==> config.mk <==
export PLATFORM = sky130hd
export DESIGN_NAME = phy_basic_control_status_regs
export DESIGN_NICKNAME = d
export VERILOG_FILES = /design/src/hw/phy_regs_pkg.sv /design/src/hw/ctrl_bank_if.sv /design/src/hw/port_ctrl_bank.sv /design/src/hw/phy_basic_control_status_regs.sv
export VERILOG_INCLUDE_DIRS = /design/src /design/src/hw
export SDC_FILE = /design/constraint.sdc
export NUM_CORES = 1
export LEC_CHECK = 0
export BUFFER_PORTS_ARGS = -buffer_cell sky130_fd_sc_hd__buf_2
export CAP_MARGIN = 40
export CORE_UTILIZATION = 35
export CTS_CLUSTER_DIAMETER = 30
export DETAILED_ROUTE_END_ITERATION = 10
export SLEW_MARGIN = 25
export SYNTH_ARGS = -nofsm -noshare
export SYNTH_HDL_FRONTEND = slang
export SYNTH_SLANG_ARGS = --single-unit
export TNS_END_PERCENT = 30
==> constraint.sdc <==
create_clock -name i_clk -period 3.15 [get_ports i_clk]
set_clock_uncertainty 0.05 [all_clocks]
set_input_delay 0.315 -clock i_clk [delete_from_list [all_inputs] [get_ports i_clk]]
set_output_delay 0.315 -clock i_clk [all_outputs]
set_load 0.02 [all_outputs]
==> src/hw/phy_regs_consts.svh <==
// Constants for the PHY basic control and status register bank.
// Assumes inclusion by bare name from the package and the design modules.
`ifndef PHY_REGS_CONSTS_SVH
`define PHY_REGS_CONSTS_SVH

// Management register addresses
`define REGAD_CONTROL        5'h00
`define REGAD_STATUS         5'h01
// Default management PHY addresses of port 1 and port 2
`define PHYAD_PORT1_DEF      5'h01
`define PHYAD_PORT2_DEF      5'h02

// Control word bit positions
`define CB_LOOPBACK          4'hE
`define CB_FORCE_100         4'hD
`define CB_AUTONEG_ON        4'hC
`define CB_POWER_DOWN        4'hB
`define CB_AUTONEG_RESTART   4'h9
`define CB_FORCE_FULL        4'h8
`define CB_XOVER_VARIANT     4'h5
`define CB_STRAIGHT_PINOUT   4'h4
`define CB_XOVER_DETECT_OFF  4'h3
`define CB_FAR_FAULT_OFF     4'h2
`define CB_TX_OFF            4'h1
`define CB_INDICATOR_OFF     4'h0
// Writable bits and reset value of the control word
`define CTRL_WR_MASK         16'h7b3f
`define CTRL_RESET           16'h1020
// Status word: bits 15..12 fixed, lower bits outside this bank
`define STATUS_VALUE         16'h7000

// Switch register numbers (port 1 / port 2)
`define SWREG_GLOBAL_PHYAD   8'h0f
`define SWREG_P1_SPEED       8'h1c
`define SWREG_P1_MISC        8'h1d
`define SWREG_P1_XOVER       8'h1f
`define SWREG_P2_SPEED       8'h2c
`define SWREG_P2_MISC        8'h2d
`define SWREG_P2_XOVER       8'h2f
// PHY address field inside the global register
`define GLB_PHYAD_HI         3'h7
`define GLB_PHYAD_LO         3'h3
`define GLB_RESET            8'h00

// Mirror bit positions inside the switch registers
`define SB_SPEED_AUTONEG     3'h7
`define SB_SPEED_100         3'h6
`define SB_SPEED_FULL        3'h5
`define SB_MISC_INDICATOR    3'h7
`define SB_MISC_TX_OFF       3'h6
`define SB_MISC_RESTART      3'h5
`define SB_MISC_FAR_FAULT    3'h4
`define SB_MISC_POWER_DOWN   3'h3
`define SB_MISC_XOVER_OFF    3'h2
`define SB_MISC_STRAIGHT     3'h1
`define SB_MISC_LOOPBACK     3'h0
`define SB_XOVER_VARIANT     3'h7

// Switch register group selectors
`define SWSEL_SPEED          2'h0
`define SWSEL_MISC           2'h1
`define SWSEL_XOVER          2'h2

`endif

==> src/hw/phy_regs_pkg.sv <==
// Types shared by the PHY basic control and status register bank.
// Assumes phy_regs_consts.svh is on the include path.
`default_nettype none
`include "phy_regs_consts.svh"

package phy_regs_pkg;

  typedef logic [15:0] ctrl_word_t;

  // Top-level state, registered as one word
  typedef struct packed {
    logic        mgmt_ack;
    logic        mgmt_hit;
    logic [15:0] mgmt_rdata;
    logic        sw_ack;
    logic [7:0]  sw_rdata;
    logic [7:0]  glb_phyad;
    logic        phyad_prog;
  } top_state_s;

  // Per-port bank state
  typedef struct packed {
    ctrl_word_t ctrl;
    logic       restart_pulse;
  } bank_state_s;

endpackage

`default_nettype wire

==> src/hw/ctrl_bank_if.sv <==
// Signals between the register decoder and one port's control bank.
// Assumes both ends run on the same clock.
`default_nettype none

interface ctrl_bank_if;
  logic                      mgmt_we;
  logic [15:0]               mgmt_wdata;
  logic                      sw_we;
  logic [1:0]                sw_sel;
  logic [7:0]                sw_wdata;
  phy_regs_pkg::ctrl_word_t  ctrl;
  logic                      restart_pulse;

  modport bank  (input  mgmt_we, mgmt_wdata, sw_we, sw_sel, sw_wdata,
                 output ctrl, restart_pulse);
  modport owner (output mgmt_we, mgmt_wdata, sw_we, sw_sel, sw_wdata,
                 input  ctrl, restart_pulse);
endinterface

`default_nettype wire

==> src/hw/port_ctrl_bank.sv <==
// One port's control word, written by either access path.
// Assumes writes come from logic on i_clk; only one path wins per cycle.
`default_nettype none
`include "phy_regs_consts.svh"

module port_ctrl_bank #(
  parameter bit HAS_FAR_FAULT_MIRROR = 1'b1
) (
  // Clock, reset, enable
  input  wire logic     i_clk,
  input  wire logic     i_nrst,
  input  wire logic     i_ce,
  // Decoder side
  ctrl_bank_if.bank     bus
);

  phy_regs_pkg::bank_state_s st;
  phy_regs_pkg::bank_state_s next_st;
  logic [15:0]               sw_merged;

  ////////////////////////////////////////////////////////////////////////
  // Merge a switch register byte into the shared word
  always_comb begin
    sw_merged = st.ctrl;
    if (bus.sw_sel == `SWSEL_SPEED) begin
      sw_merged[`CB_FORCE_100]  = bus.sw_wdata[`SB_SPEED_100];
      sw_merged[`CB_AUTONEG_ON] = bus.sw_wdata[`SB_SPEED_AUTONEG];
      sw_merged[`CB_FORCE_FULL] = bus.sw_wdata[`SB_SPEED_FULL];
    end else if (bus.sw_sel == `SWSEL_MISC) begin
      sw_merged[`CB_LOOPBACK]   = bus.sw_wdata[`SB_MISC_LOOPBACK];
      sw_merged[`CB_POWER_DOWN] = bus.sw_wdata[`SB_MISC_POWER_DOWN];
      sw_merged[`CB_AUTONEG_RESTART] =
        bus.sw_wdata[`SB_MISC_RESTART];
      sw_merged[`CB_STRAIGHT_PINOUT] =
        bus.sw_wdata[`SB_MISC_STRAIGHT];
      sw_merged[`CB_XOVER_DETECT_OFF] =
        bus.sw_wdata[`SB_MISC_XOVER_OFF];
      if (HAS_FAR_FAULT_MIRROR) begin
        sw_merged[`CB_FAR_FAULT_OFF] =
          bus.sw_wdata[`SB_MISC_FAR_FAULT];
      end
      sw_merged[`CB_TX_OFF]     = bus.sw_wdata[`SB_MISC_TX_OFF];
      sw_merged[`CB_INDICATOR_OFF] =
        bus.sw_wdata[`SB_MISC_INDICATOR];
    end else if (bus.sw_sel == `SWSEL_XOVER) begin
      sw_merged[`CB_XOVER_VARIANT] =
        bus.sw_wdata[`SB_XOVER_VARIANT];
    end
  end

  // Next state: management write wins over a same-cycle switch write
  always_comb begin
    next_st = st;
    next_st.restart_pulse = 1'b0;
    if (bus.mgmt_we) begin
      next_st.ctrl = (bus.mgmt_wdata & `CTRL_WR_MASK)
                   | (st.ctrl & ~`CTRL_WR_MASK);
    end else if (bus.sw_we) begin
      next_st.ctrl = sw_merged;
    end
    // A written 1 on the restart bit kicks one restart pulse
    if ((bus.mgmt_we || bus.sw_we) &&
        next_st.ctrl[`CB_AUTONEG_RESTART]) begin
      next_st.restart_pulse = 1'b1;
    end
  end

  // State register, frozen while the enable is low
  always_ff @(posedge i_clk or negedge i_nrst) begin
    if (!i_nrst) begin
      st.ctrl          <= `CTRL_RESET;
      st.restart_pulse <= 1'b0;
    end else if (i_ce) begin
      st <= next_st;
    end
  end

  assign bus.ctrl          = st.ctrl;
  assign bus.restart_pulse = st.restart_pulse;

endmodule

`default_nettype wire

==> src/hw/phy_basic_control_status_regs.sv <==
// Basic control and status registers of the two copper PHY ports.
// Assumes both access ports are driven by logic on i_clk; requests are
// single-cycle strobes and each is answered on the following edge.
`default_nettype none
`include "phy_regs_consts.svh"

// What this block does
// - REGAD 0 control, 1 status; two PHYADs
// - Bit 14 loopback, mirrors misc bit 0
// - Bit 13 forces 100 or 10 Mbps
// - Bit 12 autoneg enable, resets to one
// - Bit 11 powers port down
// - Writing one on bit 9 restarts autoneg
// - Bit 8 forces full or half duplex
// - Bit 5 picks crossover variant, resets one
// - Bit 4 forces straight-through pinout
// - Bit 3 disables automatic crossover detection
// - Bit 2 disables far-end fault, port one mirror
// - Bit 1 disables the port transmitter
// - Bit 0 switches the port indicators off
// - Status bit 15 always reads zero
// - Status bits 14 to 12 read one
// - PHYADs default 1/2, else global field
module phy_basic_control_status_regs (
  // Clock, reset, enable
  input  wire logic        i_clk,
  input  wire logic        i_nrst,
  input  wire logic        i_ce,
  // Management access (deframed station management transaction)
  input  wire logic        i_mgmt_req,
  input  wire logic        i_mgmt_wr,
  input  wire logic [4:0]  i_mgmt_phy_addr,
  input  wire logic [4:0]  i_mgmt_reg_addr,
  input  wire logic [15:0] i_mgmt_wdata,
  output logic             o_mgmt_ack,
  output logic             o_mgmt_hit,
  output logic [15:0]      o_mgmt_rdata,
  // Switch register access
  input  wire logic        i_sw_req,
  input  wire logic        i_sw_wr,
  input  wire logic [7:0]  i_sw_addr,
  input  wire logic [7:0]  i_sw_wdata,
  output logic             o_sw_ack,
  output logic [7:0]       o_sw_rdata,
  // Per-port controls, index 0 is port 1
  output logic [1:0]       o_loopback,
  output logic [1:0]       o_force_100,
  output logic [1:0]       o_autoneg_on,
  output logic [1:0]       o_power_down,
  output logic [1:0]       o_autoneg_restart,
  output logic [1:0]       o_force_full,
  output logic [1:0]       o_crossover_variant_select,
  output logic [1:0]       o_straight_pinout_force,
  output logic [1:0]       o_crossover_detect_off,
  output logic [1:0]       o_far_fault_off,
  output logic [1:0]       o_tx_off,
  output logic [1:0]       o_indicator_off
);

  ////////////////////////////////////////////////////////////////////////
  // Declarations

  phy_regs_pkg::top_state_s st;
  phy_regs_pkg::top_state_s next_st;

  ctrl_bank_if bank_bus [2] ();

  logic [1:0][15:0] ctrl;
  logic [1:0]       restart;
  logic [4:0]       phyad_port1;
  logic [4:0]       phyad_port2;
  logic [1:0]       mgmt_port_sel;
  logic             mgmt_reg_ok;
  logic             mgmt_we_any;
  logic [1:0]       sw_port_sel;
  logic [1:0]       sw_sel;
  logic             sw_mirror_hit;
  logic [1:0]       sw_we_port;

  ////////////////////////////////////////////////////////////////////////
  // Management PHY addresses

  // Defaults until software programs the global field, then the
  // field names port 1 and the next address names port 2
  always_comb begin
    if (st.phyad_prog) begin
      phyad_port1 = st.glb_phyad[`GLB_PHYAD_HI:`GLB_PHYAD_LO];
      phyad_port2 = 5'(phyad_port1 + 5'h01);
    end else begin
      phyad_port1 = `PHYAD_PORT1_DEF;
      phyad_port2 = `PHYAD_PORT2_DEF;
    end
  end

  // Which port a management access targets, and is the register ours
  always_comb begin
    mgmt_port_sel = 2'h0;
    if (i_mgmt_phy_addr == phyad_port1) begin
      mgmt_port_sel = 2'h1;
    end else if (i_mgmt_phy_addr == phyad_port2) begin
      mgmt_port_sel = 2'h2;
    end
    mgmt_reg_ok = (i_mgmt_reg_addr == `REGAD_CONTROL) ||
                  (i_mgmt_reg_addr == `REGAD_STATUS);
  end

  // Only a control register write reaches the storage
  assign mgmt_we_any = i_ce && i_mgmt_req && i_mgmt_wr &&
                       (i_mgmt_reg_addr == `REGAD_CONTROL);

  ////////////////////////////////////////////////////////////////////////
  // Switch register decode

  // Map a switch register number to a port and a mirror group
  always_comb begin
    sw_port_sel   = 2'h0;
    sw_sel        = `SWSEL_SPEED;
    sw_mirror_hit = 1'b0;
    if (i_sw_addr == `SWREG_P1_SPEED) begin
      sw_port_sel   = 2'h1;
      sw_mirror_hit = 1'b1;
    end else if (i_sw_addr == `SWREG_P1_MISC) begin
      sw_port_sel   = 2'h1;
      sw_sel        = `SWSEL_MISC;
      sw_mirror_hit = 1'b1;
    end else if (i_sw_addr == `SWREG_P1_XOVER) begin
      sw_port_sel   = 2'h1;
      sw_sel        = `SWSEL_XOVER;
      sw_mirror_hit = 1'b1;
    end else if (i_sw_addr == `SWREG_P2_SPEED) begin
      sw_port_sel   = 2'h2;
      sw_mirror_hit = 1'b1;
    end else if (i_sw_addr == `SWREG_P2_MISC) begin
      sw_port_sel   = 2'h2;
      sw_sel        = `SWSEL_MISC;
      sw_mirror_hit = 1'b1;
    end else if (i_sw_addr == `SWREG_P2_XOVER) begin
      sw_port_sel   = 2'h2;
      sw_sel        = `SWSEL_XOVER;
      sw_mirror_hit = 1'b1;
    end
  end

  assign sw_we_port = (i_ce && i_sw_req && i_sw_wr && sw_mirror_hit) ?
                      sw_port_sel : 2'h0;

  ////////////////////////////////////////////////////////////////////////
  // Per-port control banks, one shared word per port

  for (genvar p = 0; p < 2; p++) begin : g_port
    assign bank_bus[p].mgmt_we    = mgmt_we_any && mgmt_port_sel[p];
    assign bank_bus[p].mgmt_wdata = i_mgmt_wdata;
    assign bank_bus[p].sw_we      = sw_we_port[p];
    assign bank_bus[p].sw_sel     = sw_sel;
    assign bank_bus[p].sw_wdata   = i_sw_wdata;
    assign ctrl[p]                = bank_bus[p].ctrl;
    assign restart[p]             = bank_bus[p].restart_pulse;

    // Port 2 has no far-end fault mirror in the switch map
    port_ctrl_bank #(
      .HAS_FAR_FAULT_MIRROR (p == 0)
    ) u_bank (
      .i_clk  (i_clk),
      .i_nrst (i_nrst),
      .i_ce   (i_ce),
      .bus    (bank_bus[p])
    );

    // Control outputs come straight from the bank flops
    assign o_loopback[p]      = ctrl[p][`CB_LOOPBACK];
    assign o_force_100[p]     = ctrl[p][`CB_FORCE_100];
    assign o_autoneg_on[p]    = ctrl[p][`CB_AUTONEG_ON];
    assign o_power_down[p]    = ctrl[p][`CB_POWER_DOWN];
    assign o_autoneg_restart[p] = restart[p];
    assign o_force_full[p]    = ctrl[p][`CB_FORCE_FULL];
    assign o_crossover_variant_select[p] =
      ctrl[p][`CB_XOVER_VARIANT];
    assign o_straight_pinout_force[p] =
      ctrl[p][`CB_STRAIGHT_PINOUT];
    assign o_crossover_detect_off[p] =
      ctrl[p][`CB_XOVER_DETECT_OFF];
    assign o_far_fault_off[p] = ctrl[p][`CB_FAR_FAULT_OFF];
    assign o_tx_off[p]        = ctrl[p][`CB_TX_OFF];
    assign o_indicator_off[p] = ctrl[p][`CB_INDICATOR_OFF];
  end

  ////////////////////////////////////////////////////////////////////////
  // Read data and answers

  // Management read: control word, fixed status, zero elsewhere.
  // Loopback is not blocked at 10 Mbps; software must force 100 first.
  always_comb begin
    next_st          = st;
    next_st.mgmt_ack = i_mgmt_req;
    next_st.mgmt_hit = i_mgmt_req && (mgmt_port_sel != 2'h0) &&
                       mgmt_reg_ok;
    next_st.sw_ack   = i_sw_req;
    if (i_mgmt_req && !i_mgmt_wr) begin
      next_st.mgmt_rdata = 16'h0000;
      if (mgmt_port_sel != 2'h0) begin
        if (i_mgmt_reg_addr == `REGAD_CONTROL) begin
          next_st.mgmt_rdata = mgmt_port_sel[0] ?
            (ctrl[0] & `CTRL_WR_MASK) :
            (ctrl[1] & `CTRL_WR_MASK);
        end else if (i_mgmt_reg_addr == `REGAD_STATUS) begin
          next_st.mgmt_rdata = `STATUS_VALUE;
        end
      end
    end
    // Switch side read of the mirror bits and the global register
    if (i_sw_req && !i_sw_wr) begin
      next_st.sw_rdata = 8'h00;
      if (i_sw_addr == `SWREG_GLOBAL_PHYAD) begin
        next_st.sw_rdata = st.glb_phyad;
      end else if (sw_mirror_hit) begin
        next_st.sw_rdata = sw_read_byte(
          sw_port_sel[0] ? ctrl[0] : ctrl[1], sw_sel, sw_port_sel[0]);
      end
    end
    // Writes to the global register move the management addresses
    if (i_sw_req && i_sw_wr && (i_sw_addr == `SWREG_GLOBAL_PHYAD)) begin
      next_st.glb_phyad  = i_sw_wdata;
      next_st.phyad_prog = 1'b1;
    end
  end

  // Gather the mirror bits of one switch register from a control word
  function automatic logic [7:0] sw_read_byte(input logic [15:0] w,
                                              input logic [1:0]  sel,
                                              input logic        port1);
    logic [7:0] b;
    b = 8'h00;
    if (sel == `SWSEL_SPEED) begin
      b[`SB_SPEED_100]     = w[`CB_FORCE_100];
      b[`SB_SPEED_AUTONEG] = w[`CB_AUTONEG_ON];
      b[`SB_SPEED_FULL]    = w[`CB_FORCE_FULL];
    end else if (sel == `SWSEL_MISC) begin
      b[`SB_MISC_LOOPBACK]   = w[`CB_LOOPBACK];
      b[`SB_MISC_POWER_DOWN] = w[`CB_POWER_DOWN];
      b[`SB_MISC_RESTART]    = w[`CB_AUTONEG_RESTART];
      b[`SB_MISC_STRAIGHT]   = w[`CB_STRAIGHT_PINOUT];
      b[`SB_MISC_XOVER_OFF]  = w[`CB_XOVER_DETECT_OFF];
      b[`SB_MISC_FAR_FAULT]  = port1 & w[`CB_FAR_FAULT_OFF];
      b[`SB_MISC_TX_OFF]     = w[`CB_TX_OFF];
      b[`SB_MISC_INDICATOR]  = w[`CB_INDICATOR_OFF];
    end else if (sel == `SWSEL_XOVER) begin
      b[`SB_XOVER_VARIANT]   = w[`CB_XOVER_VARIANT];
    end
    return b;
  endfunction

  ////////////////////////////////////////////////////////////////////////
  // State register, frozen while the enable is low

  always_ff @(posedge i_clk or negedge i_nrst) begin
    if (!i_nrst) begin
      st.mgmt_ack   <= 1'b0;
      st.mgmt_hit   <= 1'b0;
      st.mgmt_rdata <= 16'h0000;
      st.sw_ack     <= 1'b0;
      st.sw_rdata   <= 8'h00;
      st.glb_phyad  <= `GLB_RESET;
      st.phyad_prog <= 1'b0;
    end else if (i_ce) begin
      st <= next_st;
    end
  end

  assign o_mgmt_ack   = st.mgmt_ack;
  assign o_mgmt_hit   = st.mgmt_hit;
  assign o_mgmt_rdata = st.mgmt_rdata;
  assign o_sw_ack     = st.sw_ack;
  assign o_sw_rdata   = st.sw_rdata;

endmodule

`default_nettype wire

; ---- Yosys cells after proc, flatten, opt, wreduce, memory -nomap -nowiden
; Cells that the tools add are included.
[totals]
register_bits = 70
latchBits = 0
ram_bits = 0
mem_bits_ro = 0
inputBits = 49
output_inout_bits = 51
elab_cells = 140
memories = 0
[classes]
addsub = 1
n_mul = 0
n_div = 0
magnitude_cmp = 0
eq_ne = 16
shifts = 0
mux = 58
n_bitwise = 3
reduce_logical = 43
[op_table]
columns = cell, count
row1 = 15-bit two-way mux, 7
row2 = 2-bit two-way mux, 18
row3 = 16-bit two-way mux, 2
row4 = 15-bit by 16-bit bitwise OR with 16-bit output, 2
row5 = "8-bit by 5-bit == test with 1-bit output, second input constant", 3
row6 = "8-bit by 6-bit == test with 1-bit output, second input constant", 3
row7 = 1-bit two-way mux, 21
row8 = 5-bit two-way mux, 4
row9 = 2-bit nonzero test, 9
row10 = 1-bit logical AND, 16
row11 = 8-bit two-way mux, 2
row12 = 5-bit == test, 2
row13 = 2-bit AND reduction, 5
row14 = 5-bit AND reduction, 2
row15 = "8-bit by 4-bit == test with 1-bit output, second input constant", 1
row16 = "2-bit by 1-bit != test with 1-bit output, second input constant", 4
row17 = 4-bit AND reduction, 2
row18 = 7-bit two-way mux, 1
row19 = 3-bit two-way mux, 2
row20 = 6-bit two-way mux, 1
row21 = 3-bit AND reduction, 2
row22 = "5-bit by 1-bit adder with 5-bit output, second input constant", 1
row23 = "5-bit by 1-bit == test with 1-bit output, second input constant", 1
row24 = 5-bit logical NOT, 1
row25 = other kinds (6), 9

; ---- Depth between registers and ports, before layout
[logic_depth]
depth_word = 15
depth_mapped = 8

; ---- By module
; A second synthesis with hierarchy kept.
[hier_totals]
hier_cells = 358
area_unflattened_um2 = 3689.8
[by_module_without_submodules]
columns = mod, instances, cells_per_inst, area_per_inst_um2
row1 = phy_basic_control_status_regs, 1, 230, 2194.6
row2 = port_ctrl_bank at g_port[1].u_bank, 1, 61, 748.2
row3 = port_ctrl_bank at g_port[0].u_bank, 1, 67, 747.0

; ---- Worst setup path before layout
; No wires, ideal clock.
[synth_timing]
kind = register to register
start = register st[4] (netlist bit)
end = register g_port[1].u_bank.bus.ctrl[13] (netlist name)
setup_time_ns = 0.128
t_arrival_ns = 2.233
path_slack_ns = 0.739
stages_incl_launch_ff = 9
synth_period_minus_slack_ns = 2.411
path_cell_list = dfrtp_1 ha_1 or3b_1 a21oi_1 a211oi_1 nor4b_4 nand2_1 buf_2 mux2_1
[synth_between]
elab_chain_len = 8
elab_cells_between_ends = 12
cone_classes = add/sub (1) / eq/ne (2) / mux (5) / reduce/logical (4)
[synth_rtl]
columns = item, line_no
row1 = "start, declared", phy_basic_control_status_regs.sv:63  ; phy_regs_pkg::top_state_s st;
row2 = "start signal, assigned", phy_basic_control_status_regs.sv:265  ; st <= next_st;
row3 = 5-bit by 1-bit adder with 5-bit output, phy_basic_control_status_regs.sv:88  ; phyad_port2 = 5'(phyad_port1 + 5'h01);
row4 = 5-bit two-way mux, phy_basic_control_status_regs.sv:86  ; if (st.phyad_prog) begin
row5 = 5-bit == test, phy_basic_control_status_regs.sv:100  ; end else if (i_mgmt_phy_addr == phyad_port2) begin
row6 = 2-bit two-way mux, phy_basic_control_status_regs.sv:100
row7 = 2-bit two-way mux (*), phy_basic_control_status_regs.sv:98  ; if (i_mgmt_phy_addr == phyad_port1) begin
row8 = 1-bit logical AND (*), phy_basic_control_status_regs.sv:151  ; assign bank_bus[p].mgmt_we = mgmt_we_any && mgmt_port_sel[p];
row9 = 2-bit nonzero test (no line), --
row10 = 3-bit AND reduction (no line), --
; Mark *: on every way between the ends. The rest lies on a longest branch, timed or not. The select of a mux whose other input is x is not followed.
; A chain may end at the register's enable or synchronous reset.

; ---- Worst setup path after layout
[layout_timing]
start = register st[0] (netlist bit)
end = register st (netlist bit o_mgmt_rdata[12])
[layout_between]
elab_chain_len = 6
elab_cells_between_ends = 10
cone_classes = eq/ne (2) / mux (7) / reduce/logical (1)
[layout_rtl]
columns = item, line_no
row1 = 5-bit two-way mux, phy_basic_control_status_regs.sv:86
row2 = "5-bit == test, on equally long branches", "phy_basic_control_status_regs.sv:98, phy_basic_control_status_regs.sv:100"
row3 = 2-bit two-way mux (*), phy_basic_control_status_regs.sv:98
row4 = 15-bit two-way mux or 2-bit two-way mux (tied branches), "phy_basic_control_status_regs.sv:202, phy_basic_control_status_regs.sv:98"
row5 = 15-bit two-way mux or 2-bit nonzero test (tied branches), "phy_basic_control_status_regs.sv:201, phy_basic_control_status_regs.sv:200"
row6 = 15-bit two-way mux (*), phy_basic_control_status_regs.sv:200  ; if (mgmt_port_sel != 2'h0) begin
; Mark *: on every way between the ends. The rest lies on a longest branch, timed or not.

==> metrics <==
Mapped Area 0.00369 mm²; Hold Path Origin i_mgmt_wdata[13]; DRT Pass-1 Iters 4; Clk pwr share 43.0%; Reg-to-Reg End o_mgmt_rdata[12]$_DFFE_PN0P_; placed instance area 0.00396 mm²; Area contributors post-synth dfrtp_1 (37%), buf_4 (10%), mux2i_1 (8.9%), mux2_2 (8.2%), nand2_1 (4.6%); Max Root-Sink Buffers 2; Final Hold Violating Endpoints 0; fin nets 468; Slew HR 44.3%; Die W 105 µm; synthesized instance count 368; Hold Crit Class input port to flop; Sw Share 24.0%; CTS Sinks 58; Worst Path Max Fanout 13; DP Wirelength 6.98 mm; CTS tree done; FILL cells 1,044; GRT overflow 0; top-area cell type share of the netlist area 36.6%; Gate power share 8.8%; CTS Buf Count 9; cell taking the most area after synthesis dfrtp_1; NetSw 381 µW; Initial Util 35.9%; Tcrit/Tclk final 85.6%; commonest cells in the synthesized netlist dfrtp_1 (54), buf_4 (49), nand2_1 (45), mux2i_1 (33), o21ai_0 (31); EDFF count, synth 0; R2R Path Start st[0]$_DFFE_PN0P_; Detail Route Antenna Nets 0; vias in the first global route 2,775; critical path cell sequence nand2b_1, o32ai_1, o21ai_1, nor2_1, buf_4, mux2_2, o31ai_1; P_leak 0.00211 µW; sequential share of power 48.3%; Final min period 2700 ps; Hold Buf Count CTS 1; R2R setup slack 450 ps; Core ar. 0.0103 mm²; peak supply drop 0.158 mV; Crit-path slowest cell dfrtp_1; ant diodes 0; total power 1580 µW; worst endpoint required time 3340 ps; routability cong. 0.803; internal power 1200 µW; I/O Pins 100; final wirelength 9.25 mm; Crit. End Element flop; syn_area_per_cell 10.0 µm²; WHS Path Cells 3; Yosys warning count 0; most common cell in the synthesized netlist dfrtp_1; critical path data arrival time 2890 ps; Clk Latency, worst-skew pair 340 ps; max incr delay on CP 570 ps; CTS resizes 0; status complete, no violations; post-synthesis sequential area ratio 39.4%; largest net degree at the start of global routing 26; fraction of registers with async set/reset 100%; share of post-route cells with drive strength above 1 38.5%; FMAX 371 MHz; WL per Instance 16.6 µm; Area Overhead vs Synth 12.5%; Crit Path Category flop to flop; H-Tree Level Count 3; max_cap viols 0; Post-CTS Setup Bufs 0; final setup fails 0; FF-to-FF path depth 7; DR iter-0 viols 121; clock root cell clkbuf_8; Rows 37; #FFs+latches synth 58; Primary FF master, synth dfrtp_1; cell area after layout 0.00416 mm²; first-pass GRT wire length 14.8 mm; GRT Util Overall 17.8%; fin util 40.4%; Synth cell types 53; via count 2,798; initial antenna violation count 0; PD cells 381 mW/mm²; crit start category flop; die area 0.0110 mm²; setup TNS 0 ps; die height 105 µm; Least-Margin Pin Slew 830 ps; drt via density 5.02; max-slew violations 0; RSZ-0062 raised after global routing false; Clock transition at path regs 70 ps; WHS Endpoint g_port[0].u_bank.bus.ctrl[13]$_DFFE_PN0P_; DRC 0; PortBufs 91
-- worst max-delay path: cells and delay by family, from the launching register on --
family,cells,cell delay [ps]
AOI/OAI and AO/OA,3,650
and+or+nand+nor,2,610
DFF,1,570
muxes,1,370
buffers and inverters,1,350
-- sequential cells by signal, indices dropped and copies added (netlist names) --
signal                           count
g_port.u_bank.bus.ctrl              24
o_mgmt_ack                           1
o_mgmt_hit                           1
g_port.u_bank.bus.restart_pulse      2
st                                   9
o_mgmt_rdata                        12
o_sw_rdata                           8
o_sw_ack                             1
-- cell families after synthesis --
| family | synth area share (%) |
|---|---|
| AOI/OAI and AO/OA | 8.98 |
| adders and majority gates | 0.339 |
| DFF | 39.4 |
| buffers and inverters | 12.2 |
| xor gates and xnor gates | 2.13 |
| other | 0.102 |
| muxes | 21.1 |
| and+or+nand+nor | 15.7 |
-- through the flow --
stage | std cells | setup WS [ps] | hold WS [ps]
after detailed placement | 542 | 463 | 248
after CTS | 557 | 450 | 132
after floorplan | 371 | 739 | -30.6
after global routing | 557 | 245 | 133
final | 557 | 453 | 142
after global placement | 542 | 547 | 238
-- power by group through the flow --
stage          clock, µW  combinational (µW)  sequential (µW)
6_report             681                 139              765
3_5_place_dp           0                 140              778
3_3_place_gp           0                 137              778
4_1_cts              695                 141              765
2_1_floorplan          0                71.0              778
5_1_grt              737                 154              766
-- metal layers --
layer | vias to the layer above | GRT usage (%) | routed length (µm)
met5 | - | 0 | 0
met4 | 0 | 5.13 | 95
met3 | 10 | 3.87 | 430
met2 | 89 | 29.0 | 4400
met1 | 1353 | 23.6 | 4320
li1 | 1346 | - | -
-- cells in the final DEF, fill, tap and decap left out, drive strengths merged, types with 2 or more instances in the layout --
cell / synthesis / layout
nand2: 47 / 47
and3: 2 / 2
clkbuf: 6 / 11
or2: 3 / 3
nor3b: 2 / 2
dfstp: 4 / 4
o31ai: 3 / 3
nor2: 16 / 16
dfrtp: 54 / 54
mux2i: 33 / 33
conb: 1 / 4
or4b: 3 / 3
clkinv: 0 / 2
a22oi: 9 / 9
o21ai: 35 / 35
inv: 4 / 4
nor3: 3 / 3
buf: 57 / 98
xnor2: 5 / 5
nand3: 11 / 11
nor4: 4 / 4
nand2b: 7 / 7
xor2: 4 / 4
mux2: 38 / 38
a21oi: 2 / 2
-- worst max path at each step --
stage	from	endpoint	slack [ps]
after floorplan	st[4]$_DFFE_PN0P_	g_port[1].u_bank.bus.ctrl[13]$_DFFE_PN0P_	740
after global placement	st[5]$_DFFE_PN0P_	o_mgmt_rdata[3]$_DFFE_PN0P_	550
after detailed placement	st[6]$_DFFE_PN0P_	o_mgmt_rdata[3]$_DFFE_PN0P_	460
after CTS	st[6]$_DFFE_PN0P_	o_mgmt_rdata[3]$_DFFE_PN0P_	450
after global routing	st[5]$_DFFE_PN0P_	o_mgmt_rdata[3]$_DFFE_PN0P_	240
final	st[0]$_DFFE_PN0P_	o_mgmt_rdata[12]$_DFFE_PN0P_	450
-- layout make-up --
type | count | area, µm² | area share [%]
Inverter | 4 | 15.0 | 0.361
Tap cell | 136 | 170 | 4.09
Clock buffer | 11 | 151 | 3.64
Multi-Input combinational cell | 246 | 1810 | 43.4
Clock inverter | 3 | 40.0 | 0.963
Sequential cell | 58 | 1460 | 35.0
Timing Repair Buffer | 99 | 518 | 12.5
No activity file was read; power rests on OpenSTA's default activity.
